File: src/hdl/bcps_defines.vh
// Purpose: constants for the port E bus control pin select block
// Assumes: 32-bit APB data, one word per register
// Notes:   field positions are bit numbers inside each register
`ifndef BCPS_DEFINES_VH
`define BCPS_DEFINES_VH

// ---------------------------------------------------------------
// register byte offsets
// ---------------------------------------------------------------
`define BCPS_OFS_ASSIGN    12'h000
`define BCPS_OFS_MODE      12'h004
`define BCPS_OFS_SLOWDIV   12'h008
`define BCPS_OFS_STRETCH   12'h00c
`define BCPS_OFS_PDATA     12'h010
`define BCPS_OFS_PDIR      12'h014
`define BCPS_OFS_PPINS     12'h018

// ---------------------------------------------------------------
// assignment register fields
// ---------------------------------------------------------------
`define BCPS_BIT_STRB_DIS   7
`define BCPS_BIT_CTEST_EN   6
`define BCPS_BIT_QUEUE_OE   5
`define BCPS_BIT_INVCLK_SEL 4
`define BCPS_BIT_LBS_EN     3
`define BCPS_BIT_DIR_EN     2
`define BCPS_BIT_REF_EN     0
`define BCPS_ASSIGN_MASK   8'hfd
`define BCPS_ASSIGN_RST    8'h80

// ---------------------------------------------------------------
// mode register fields
// ---------------------------------------------------------------
`define BCPS_BIT_MODE_A    0
`define BCPS_BIT_MODE_B    1
`define BCPS_BIT_SPECIAL   2
`define BCPS_BIT_EXPANDED  3

// ---------------------------------------------------------------
// reset values and timing
// ---------------------------------------------------------------
`define BCPS_SLOWDIV_RST   8'h00
`define BCPS_STRETCH_RST   2'h0
`define BCPS_PORT_RST      6'h00
`define BCPS_CAPTURE_WAIT  2'h2
`define BCPS_PH_HIGH_LAST  2'h3

`endif

File: src/hdl/bcps_pin_select.v
// Purpose: port E bus control pin select with APB register slave
// Assumes: pclk is twice the crystal rate; bus clock is pclk/4
// Notes:   all pin outputs are registered, one pclk behind phase
//
// Local design decisions: the APB slave port and the register addresses.
`timescale 1ns/1ps
`default_nettype none
`include "bcps_defines.vh"

module bcps_pin_select (
   input  wire        pclk,
   input  wire        presetn,
   input  wire        psel,
   input  wire        penable,
   input  wire        pwrite,
   input  wire [11:0] paddr,
   input  wire [31:0] pwdata,
   output reg  [31:0] prdata,
   output wire        pready,
   output reg         pslverr,
   input  wire        bus_access,
   input  wire        bus_read,
   input  wire        bus_addr0,
   input  wire        access_size_flag,
   input  wire [1:0]  queue_state,
   input  wire        clock_test_src,
   input  wire        special_mode_pin_n,
   input  wire [7:2]  porte_in,
   output reg  [7:2]  porte_out,
   output reg  [7:2]  porte_oe,
   output reg         bus_clock_out,
   output reg         ext_read_drive_en,
   output reg         ad_bus_select
);

   // ---------------------------------------------------------------
   // input synchronisers
   // ---------------------------------------------------------------
   reg  [7:0]  sync1_r;
   reg  [7:0]  sync2_r;
   wire [7:0]  raw_in;

   assign raw_in = {clock_test_src, special_mode_pin_n, porte_in};

   always @(posedge pclk or negedge presetn) begin
      if (!presetn) begin
         sync1_r <= 8'h00;
         sync2_r <= 8'h00;
      end else begin
         sync1_r <= raw_in;
         sync2_r <= sync1_r;
      end
   end

   wire [7:2]  pins_s;
   wire        spec_pin_n_s;
   wire        ctest_s;

   assign pins_s  = sync2_r[5:0];
   assign spec_pin_n_s = sync2_r[6];
   assign ctest_s = sync2_r[7];

   // ---------------------------------------------------------------
   // mode capture at reset release
   // ---------------------------------------------------------------
   function is_expanded;
      input [2:0] m;
      begin
         is_expanded = m[`BCPS_BIT_MODE_A];
      end
   endfunction

   reg  [1:0]  cap_cnt_r;
   reg         captured_r;
   reg  [2:0]  mode_r;
   wire        expanded;
   wire [2:0]  mode_pins;

   // porte bit5 is mode_pin_b, bit4 is mode_pin_a
   assign mode_pins = {~spec_pin_n_s, pins_s[5], pins_s[4]};
   assign expanded  = is_expanded(mode_r);

   always @(posedge pclk or negedge presetn) begin
      if (!presetn) begin
         cap_cnt_r  <= 2'h0;
         captured_r <= 1'b0;
         mode_r     <= 3'h0;
      end else if (!captured_r) begin
         if (cap_cnt_r == `BCPS_CAPTURE_WAIT) begin
            captured_r <= 1'b1;
            mode_r     <= mode_pins;
         end else begin
            cap_cnt_r <= cap_cnt_r + 2'h1;
         end
      end
   end

   // ---------------------------------------------------------------
   // register file
   // ---------------------------------------------------------------
   reg  [7:0]  assign_r;
   reg  [7:0]  slowdiv_r;
   reg  [1:0]  stretch_r;
   reg  [7:2]  pdata_r;
   reg  [7:2]  pdir_r;
   wire        wr_en;
   wire        setup;

   assign pready = captured_r;
   assign setup  = psel & ~penable;
   assign wr_en  = psel & penable & pready & pwrite;

   wire strobe_disable_bit      = assign_r[`BCPS_BIT_STRB_DIS];
   wire clock_test_enable       = assign_r[`BCPS_BIT_CTEST_EN];
   wire queue_pin_output_enable = assign_r[`BCPS_BIT_QUEUE_OE];
   wire inverted_clock_select   = assign_r[`BCPS_BIT_INVCLK_SEL];
   wire strobe_pin_enable       = assign_r[`BCPS_BIT_LBS_EN];
   wire direction_pin_enable    = assign_r[`BCPS_BIT_DIR_EN];
   wire reference_output_enable = assign_r[`BCPS_BIT_REF_EN];

   always @(posedge pclk or negedge presetn) begin
      if (!presetn) begin
         assign_r  <= `BCPS_ASSIGN_RST;
         slowdiv_r <= `BCPS_SLOWDIV_RST;
         stretch_r <= `BCPS_STRETCH_RST;
         pdata_r   <= `BCPS_PORT_RST;
         pdir_r    <= `BCPS_PORT_RST;
      end else if (!captured_r) begin
         if (cap_cnt_r == `BCPS_CAPTURE_WAIT)
            assign_r[`BCPS_BIT_STRB_DIS] <= ~is_expanded(mode_pins);
      end else if (wr_en) begin
         case (paddr)
            `BCPS_OFS_ASSIGN:  assign_r  <= pwdata[7:0] & `BCPS_ASSIGN_MASK;
            `BCPS_OFS_SLOWDIV: slowdiv_r <= pwdata[7:0];
            `BCPS_OFS_STRETCH: stretch_r <= pwdata[1:0];
            `BCPS_OFS_PDATA:   pdata_r   <= pwdata[7:2];
            `BCPS_OFS_PDIR:    pdir_r    <= pwdata[7:2];
            default: begin
            end
         endcase
      end
   end

   // ---------------------------------------------------------------
   // apb read data, captured in the setup cycle
   // ---------------------------------------------------------------
   reg  [31:0] rd_nxt;
   reg         err_nxt;

   always @* begin
      rd_nxt  = 32'h00000000;
      err_nxt = 1'b0;
      case (paddr)
         `BCPS_OFS_ASSIGN:  rd_nxt[7:0] = assign_r;
         `BCPS_OFS_MODE:    rd_nxt[3:0] = {expanded, mode_r};
         `BCPS_OFS_SLOWDIV: rd_nxt[7:0] = slowdiv_r;
         `BCPS_OFS_STRETCH: rd_nxt[1:0] = stretch_r;
         `BCPS_OFS_PDATA:   rd_nxt[7:2] = pdata_r;
         `BCPS_OFS_PDIR:    rd_nxt[7:2] = pdir_r;
         `BCPS_OFS_PPINS:   rd_nxt[7:2] = pins_s;
         default:           err_nxt     = 1'b1;
      endcase
   end

   always @(posedge pclk or negedge presetn) begin
      if (!presetn) begin
         prdata  <= 32'h00000000;
         pslverr <= 1'b0;
      end else if (setup) begin
         prdata  <= pwrite ? 32'h00000000 : rd_nxt;
         pslverr <= err_nxt;
      end
   end

   // ---------------------------------------------------------------
   // bus clock phase and stretch
   // ---------------------------------------------------------------
   // ph[0] is the crystal, ph[1] the bus clock; one pclk is a quarter
   reg  [1:0]  ph_r;
   reg  [1:0]  stretch_cnt_r;
   reg         stretched_r;
   reg         access_r;
   reg         read_r;

   always @(posedge pclk or negedge presetn) begin
      if (!presetn) begin
         ph_r          <= 2'h0;
         stretch_cnt_r <= 2'h0;
         stretched_r   <= 1'b0;
         access_r      <= 1'b0;
         read_r        <= 1'b0;
      end else begin
         ph_r <= ph_r + 2'h1;
         if (ph_r == `BCPS_PH_HIGH_LAST) begin
            if (stretch_cnt_r != 2'h0) begin
               stretch_cnt_r <= stretch_cnt_r - 2'h1;
            end else begin
               access_r      <= bus_access & expanded;
               read_r        <= bus_read;
               stretch_cnt_r <= bus_access ? stretch_r : 2'h0;
               stretched_r   <= bus_access & (stretch_r != 2'h0);
            end
         end
      end
   end

   wire last_cycle = (stretch_cnt_r == 2'h0);
   wire bus_clk_int = ph_r[1] & last_cycle;
   wire strobe_win  = stretched_r ? (last_cycle &
                     (ph_r == `BCPS_PH_HIGH_LAST))
                     : bus_clk_int;

   // ---------------------------------------------------------------
   // slow divider clock, toggles every slowdiv+1 pclk
   // ---------------------------------------------------------------
   reg  [7:0]  slow_cnt_r;
   reg         slow_clk_r;

   always @(posedge pclk or negedge presetn) begin
      if (!presetn) begin
         slow_cnt_r <= 8'h00;
         slow_clk_r <= 1'b0;
      end else if (slow_cnt_r >= slowdiv_r) begin
         slow_cnt_r <= 8'h00;
         slow_clk_r <= ~slow_clk_r;
      end else begin
         slow_cnt_r <= slow_cnt_r + 8'h01;
      end
   end

   // ---------------------------------------------------------------
   // pin multiplexing
   // ---------------------------------------------------------------
   reg  [7:2]  out_nxt;
   reg  [7:2]  oe_nxt;

   always @* begin
      out_nxt = pdata_r;
      oe_nxt  = pdir_r;
      if (!strobe_disable_bit) begin
         oe_nxt[7] = 1'b1;
         if (inverted_clock_select)
            out_nxt[7] = ~bus_clk_int;
         else
            out_nxt[7] = ~(strobe_win & access_r);
      end else if (reference_output_enable) begin
         oe_nxt[7]  = 1'b1;
         out_nxt[7] = slow_clk_r;
      end
      if (clock_test_enable && !queue_pin_output_enable) begin
         oe_nxt[6]  = 1'b1;
         out_nxt[6] = ctest_s;
      end
      if (queue_pin_output_enable) begin
         oe_nxt[5:4]  = 2'b11;
         out_nxt[5:4] = queue_state;
      end
      if (strobe_pin_enable && expanded) begin
         oe_nxt[3]  = 1'b1;
         out_nxt[3] = ~(bus_addr0 ^ access_size_flag);
      end
      if (direction_pin_enable && expanded) begin
         oe_nxt[2]  = 1'b1;
         out_nxt[2] = bus_read;
      end
   end

   always @(posedge pclk or negedge presetn) begin
      if (!presetn) begin
         porte_out         <= 6'h00;
         porte_oe          <= 6'h00;
         bus_clock_out     <= 1'b0;
         ext_read_drive_en <= 1'b0;
         ad_bus_select     <= 1'b0;
      end else begin
         porte_out     <= out_nxt;
         porte_oe      <= oe_nxt;
         bus_clock_out <= bus_clk_int;
         ext_read_drive_en <= expanded & access_r & read_r
                              & strobe_win & ~strobe_disable_bit;
         ad_bus_select <= expanded;
      end
   end

endmodule // bcps_pin_select
`default_nettype wire

File: config.mk
export PLATFORM = sky130hd
export DESIGN_NAME = bcps_pin_select
export DESIGN_NICKNAME = d
export VERILOG_FILES = /design/src/hdl/bcps_pin_select.v
export VERILOG_INCLUDE_DIRS = /design/src /design/src/hdl
export SDC_FILE = /design/constraint.sdc
export NUM_CORES = 1
export LEC_CHECK = 0
export ABC_AREA = 1
export ABC_CLOCK_PERIOD_IN_PS = 1800
export BUFFER_PORTS_ARGS = -buffer_cell sky130_fd_sc_hd__buf_2
export CAP_MARGIN = 20
export CORE_MARGIN = 2
export CORE_UTILIZATION = 53
export DETAILED_ROUTE_END_ITERATION = 10
export PLACE_DENSITY = 0.8
export SYNTH_ARGS = -nofsm -noshare
export SYNTH_HDL_FRONTEND = slang
export SYNTH_SLANG_ARGS = --single-unit
File: constraint.sdc
create_clock -name pclk -period 1.8 [get_ports pclk]
set_input_delay 0.54 -clock pclk [delete_from_list [all_inputs] [get_ports pclk]]
set_output_delay 0.54 -clock pclk [all_outputs]
set_load 0.05 [all_outputs]
; ---- Word-level counts from Yosys, hierarchy flattened
; Index checks and enable logic that the tools add are counted.
[totals]
input_bits = 63
register_bits = 115
latch_bits = 0
word_cells = 112
memories = 0
out_inout_bits = 49
rom_bits = 0
ram_bits = 0
[op_classes]
n_mux = 28
multipliers = 0
order_cmp = 1
div_mod_pow = 0
reduce_logical = 19
shifts = 0
eq_ne = 10
n_addsub = 4
n_bitwise = 25
[op_table]
columns = cell, n
row1 = 12-bit by 5-bit equality test with 1-bit output (second input constant), 3
row2 = 8-bit two-way mux, 4
row3 = 12-bit by 4-bit equality test with 1-bit output (second input constant), 2
row4 = 4-bit one-hot mux with 5 select lines, 1
row5 = 3-bit AND reduction, 6
row6 = 1-bit two-way mux, 17
row7 = 1-bit AND, 13
row8 = 12-bit by 3-bit equality test with 1-bit output (second input constant), 1
row9 = 12-bit logical NOT, 1
row10 = 2-bit one-hot mux with 6 select lines, 1
row11 = 1-bit NOT, 11
row12 = 8-bit by 1-bit adder with 8-bit output (second input constant), 1
row13 = 8-bit greater-or-equal comparator, 1
row14 = 2-bit two-way mux, 4
row15 = 2-bit one-hot mux with 4 select lines, 1
row16 = 7-bit OR reduction, 1
row17 = 2-bit AND reduction, 3
row18 = 2-bit nonzero test, 3
row19 = 2-bit by 1-bit adder with 2-bit output (second input constant), 2
row20 = 2-bit equality test (second input constant), 2
row21 = 2-bit by 1-bit != test with 1-bit output (second input constant), 2
row22 = 1-bit logical AND, 3
row23 = 2-bit logical NOT, 1
row24 = 2-bit by 1-bit subtractor with 2-bit output (second input constant), 1
row25 = 2 further kinds, 2

; ---- Logic depth before layout (Yosys ltp)
[logic_depth]
word_depth = 7
depth_mapped = 11
mapped_depth_nobuf = 10

; ---- Worst setup path before layout
; OpenSTA, ideal clock, no wires.
[synth_path]
kind = flip-flop to flip-flop
from = register captured_r, in the netlist pready
to = register assign_r[5]
arrival_ns = 1.437
synth_period_minus_slack_ns = 1.559
n_path_buf = 1
setup_time_ns = 0.122
setup_slack_ns = 0.241
required_time_ns = 1.678
stages_incl_launch_ff = 7
cell_sequence = dfrtp_1 > nand4_1 > inv_1 > nand3_2 > buf_2 > nand2_1 > o21ai_1
[synth_via]
elab_chain_cells = 3
[synth_lines]
columns = item, line_no
row1 = start: declaration, bcps_pin_select.v:74  ; reg captured_r;
row2 = start signal: assignment, bcps_pin_select.v:86  ; captured_r <= 1'b0;
row3 = start signal: assignment, bcps_pin_select.v:90  ; captured_r <= 1'b1;
row4 = 1-bit AND (2 in series), bcps_pin_select.v:111  ; assign wr_en = psel & penable & pready & pwrite;
row5 = 3-bit AND reduction (no line) *, --
row6 = end signal: assignment, bcps_pin_select.v:123  ; assign_r <= `BCPS_ASSIGN_RST;
row7 = end signal: indexed assignment, bcps_pin_select.v:130  ; assign_r[`BCPS_BIT_STRB_DIS] <= ~is_expanded(mode_pins);
row8 = end signal: assignment, bcps_pin_select.v:133  ; `BCPS_OFS_ASSIGN: assign_r <= pwdata[7:0] & `BCPS_ASSIGN_MASK;
row9 = end: declaration, bcps_pin_select.v:101  ; reg [7:0] assign_r;
; Every way passes the cells marked *; elsewhere a longest branch is shown, timed or not.
; A chain may end at the register's enable or synchronous reset.

; ---- Final worst setup path
[layout_path]
from = register captured_r, in the netlist pready
to = output pready
[layout_rtl]
columns = item, line_no
row1 = end: declaration, bcps_pin_select.v:19  ; output wire pready,
; No word-level cell between the ends.

==> impl_summary.txt <==
----------------------------------------------------
[Flow run]
  Reported max-cap violation count ... 0

[Floorplanning]
  Initial Util ... between 50 and 60%
  Y dimension of the die ... roughly 93 um
  Core Area ... between 7000 and 8000 um2
  Horizontal die dimension ... slightly above 90 um
  Total I/O pin count ... between 100 and 150
  Area of the die ... around 8700 um2
  Rows ... 32

[Setup path]
  Worst setup path class ... flip-flop to output port
  Cell-by-cell trace of the critical path ... buf_2
  Crit-path slowest cell ... dfrtp_1
  Worst-path maximum fanout ... 4
  Category of the worst setup path launch point ... flip-flop
  Slowest Stage Delay on Critical Path ... roughly 420 ps
  Data required time at the worst endpoint ... 1260 ps
  Cell family with the largest share of critical-path delay ... flip-flops
  Crit path buffers/inverters ... 1
  CP Data Arrival Time ... approximately 1100 ps
  Kind of capture point of the worst setup path ... output port

[Synth]
  Flip-flop and latch count after synthesis ... between 90 and 100
  Number of instances in the synthesized netlist ... about 470
  Average cell area after synthesis ... slightly above 9 um2
  Cell variety after synth ... 38
  Combined area of all synthesized cells ... about 4200 um2
  Count of warnings emitted by yosys ... 0
  Sequential cell area fraction in the yosys report ... a little over half

[Detailed routing]
  First-pass iteration count of the detailed router ... 4
  Routed vias ... 3189
  Post-route DRC violation count ... 0
  Routed Wire Length ... slightly above 8000 um
  Via/cell ratio ... roughly 5
  Avg WL per Cell ... around 13 um
  Antenna violation net count after detailed routing ... 0
  Detailed router's first-iteration violation count ... around 200

[STA]
  Number of slew-limit violations in the final report ... 0
  Clock Skews ... approximately 11 ps
  Final Hold Violating Endpoints ... 0
  Setup TNS ... 0 ps
  Final Cycle Share ... approximately 90%
  Worst hold slack ... 79.35 ps
  Finish-stage setup viols ... 0
  Final Critical Period ... about 1600 ps
  Setup repair after global routing missed its margin ... false
  Maximum frequency from static timing analysis ... roughly 0.63 GHz

[Place]
  Final weighted congestion of routability-driven global placement ... 0.8500
  PortBufs ... 63
  Hpwl dp ... about 6300 um

[Layout]
  # fillers ... 650
  Commonest non-fill, non-tap cell in the layout ... nand2_1
  End-of-flow core utilization ... between 60% and 70%
  Area grow syn2layout ... 13.74%
  Multi-input gate area in the final layout ... about 1600 um2
  FF/Latch Area ... about 2300 um2
  Fraction of final layout cells with drive strength greater than 1 ... between 20% and 30%
  Number of nets at the end of the flow ... roughly 610
  Most used cells in the layout excluding fill and tap cells ... nand2_1, dfrtp_1, buf_2
  N_diodes ... 0

[Clock network]
  Number of CTS-inserted buffers ... 9
  Number of levels in the clock H-tree ... 3
  Worst-case clock buffer depth ... 2
  Root buffer cell ... clkbuf_8
  Total setup buffers inserted after CTS ... 0
  Clock input transition at the sequential cells of the worst setup and hold paths ... 90 ps
  CTS tree ... built
  Num Clock Sinks ... 91
  Clk Latency, worst-skew pair ... 360 ps

[Power]
  Switching Fraction ... 26.66%
  Internal power ... around 2600 uW
  Part of the total power dissipated in the clock network ... between 30% and 40%
  Power per standard cell area ... about 750 nW/um2
  Worst vdd rail ir drop ... about 0.00045 V
  Net switching component of the power ... between 900 and 1000 uW
  Cell leakage power ... between 0.002 and 0.003 uW
  Combinational fraction of design power ... 8.6%
  Flop pwr share ... slightly below 60%
  Final Total Pwr ... roughly 3600 uW

[Global route]
  Pin count of the biggest net entering global routing ... 38
  Vias in the first global route ... between 2000 and 3000
  Global-route congestion overflow total ... 0
  GRT Util Overall ... between 20 and 25%
  Global-route wire length before repair ... 13680 um
  Initial antenna violation count ... 0

[Outcome]
  Outcome ... finished clean

[Hold path]
  Worst min path class ... input pin to async pin

----------------------------------------------------
[flip-flops by register name, summed over array words and instances (netlist names), 2 cells and up]
name	count
prdata	8
slow_cnt_r	8
slowdiv_r	8
sync1_r	8
sync2_r	8
assign_r	7
pdata_r	6
pdir_r	6
porte_oe	6
porte_out	6
mode_r	3
cap_cnt_r	2
ph_r	2
stretch_cnt_r	2
stretch_r	2
[final timing paths]
kind,from,endpoint,slack (ps),cells past startpoint
worst max-delay path,pready,pready,200,1
worst min-delay path,presetn,mode_r[1],80,1
worst max register to register,slowdiv_r[7],slow_clk_r,260,8
worst min register to register,sync1_r[4],sync2_r[4],350,0
max in group asynchronous,presetn,pdir_r[4],1220,2
min in group pclk,porte_in[3],sync1_r[1],280,1
[cell type report]
cell class                      instances  area share (%)
Clock buffer                           10           2.650
Clock inverter                          6          0.8574
Inverter                               54           4.261
Multi-Input combinational cell        309           32.92
Sequential cell                        91           47.31
Tap cell                              102           2.650
Timing Repair Buffer                   74           9.353
[power groups by stage]
| stage | logic, uW | clock network, uW | registers [uW] |
|---|---|---|---|
| after floorplan | 207 | 0 | 2150 |
| after global placement | 311 | 0 | 2130 |
| after detailed placement | 315 | 0 | 2130 |
| after CTS | 315 | 1230 | 2090 |
| after global routing | 338 | 1330 | 2100 |
| final | 311 | 1200 | 2090 |
[worst reg2reg max path: stages, from the launching register on]
cell and delay, ps:
dfrtp_1 350, inv_1 60, ha_1 300, nand2_1 70, inv_1 40, nor2_1 80
o21a_1 140, nand3_2 180, xor2_1 190
[layer usage]
layer  track usage, %  vias up  wire length [um]
met5                0        -                 0
met2            31.35      113              3724
met4            8.824        0               189
li1                 -     1593                 -
met1            28.29     1467              3725
met3            3.465       16               494
[cell usage after synthesis, drive strengths merged]
master | count | area (um2)
nand2 | 122 | 467.9
dfrtp | 90 | 2252
inv | 54 | 205.2
nand3 | 41 | 215.2
o21ai | 39 | 217.7
buf | 34 | 252.7
nor2 | 34 | 176.4
ha | 11 | 137.6
a21oi | 8 | 40.04
nand4 | 5 | 31.28
xor2 | 5 | 43.79
nor3b | 4 | 35.03
or2 | 3 | 18.77
mux2 | 2 | 22.52
nor3 | 2 | 15.01
nor4 | 2 | 12.51
o211ai | 2 | 15.01
a32oi | 1 | 8.760
clkbuf | 1 | 3.750
conb | 1 | 3.750
dfstp | 1 | 26.28
mux2i | 1 | 10.01
o21a | 1 | 7.510
o221ai | 1 | 8.760
o22ai | 1 | 6.260
[repair_timing]
item / 4_1_cts / 5_1_grt
resized for setup: 0 / 1
hold buffers: 0 / 0
hold endpoints to repair: 0 / 0
endpoints found under the setup margin: 0 / 4
[metrics by stage]
stage / std cells / worst slack (ps) / instance area (um2)
floorplan: 489 / 241.1 / 4320
global placement: 630 / 9.228 / 4642
detailed placement: 630 / -21.72 / 4642
CTS: 646 / 101.7 / 4811
global route: 646 / 101.7 / 4816
finish: 646 / 200.6 / 4816
[cells by family (layout without fill, tap and decap cells)]
group,count (synthesis),in the layout,synth area share (%)
and+or+nand+nor,213,213,22.96
DFF,91,91,53.81
buffers and inverters,89,144,10.90
AOI/OAI and AO/OA,53,53,7.181
xor gates and xnor gates,5,5,1.034
adders and majority gates,11,11,3.251
other,1,24,0.08857
muxes,3,3,0.7683
Note: power is estimated with default switching activity, not from simulation.
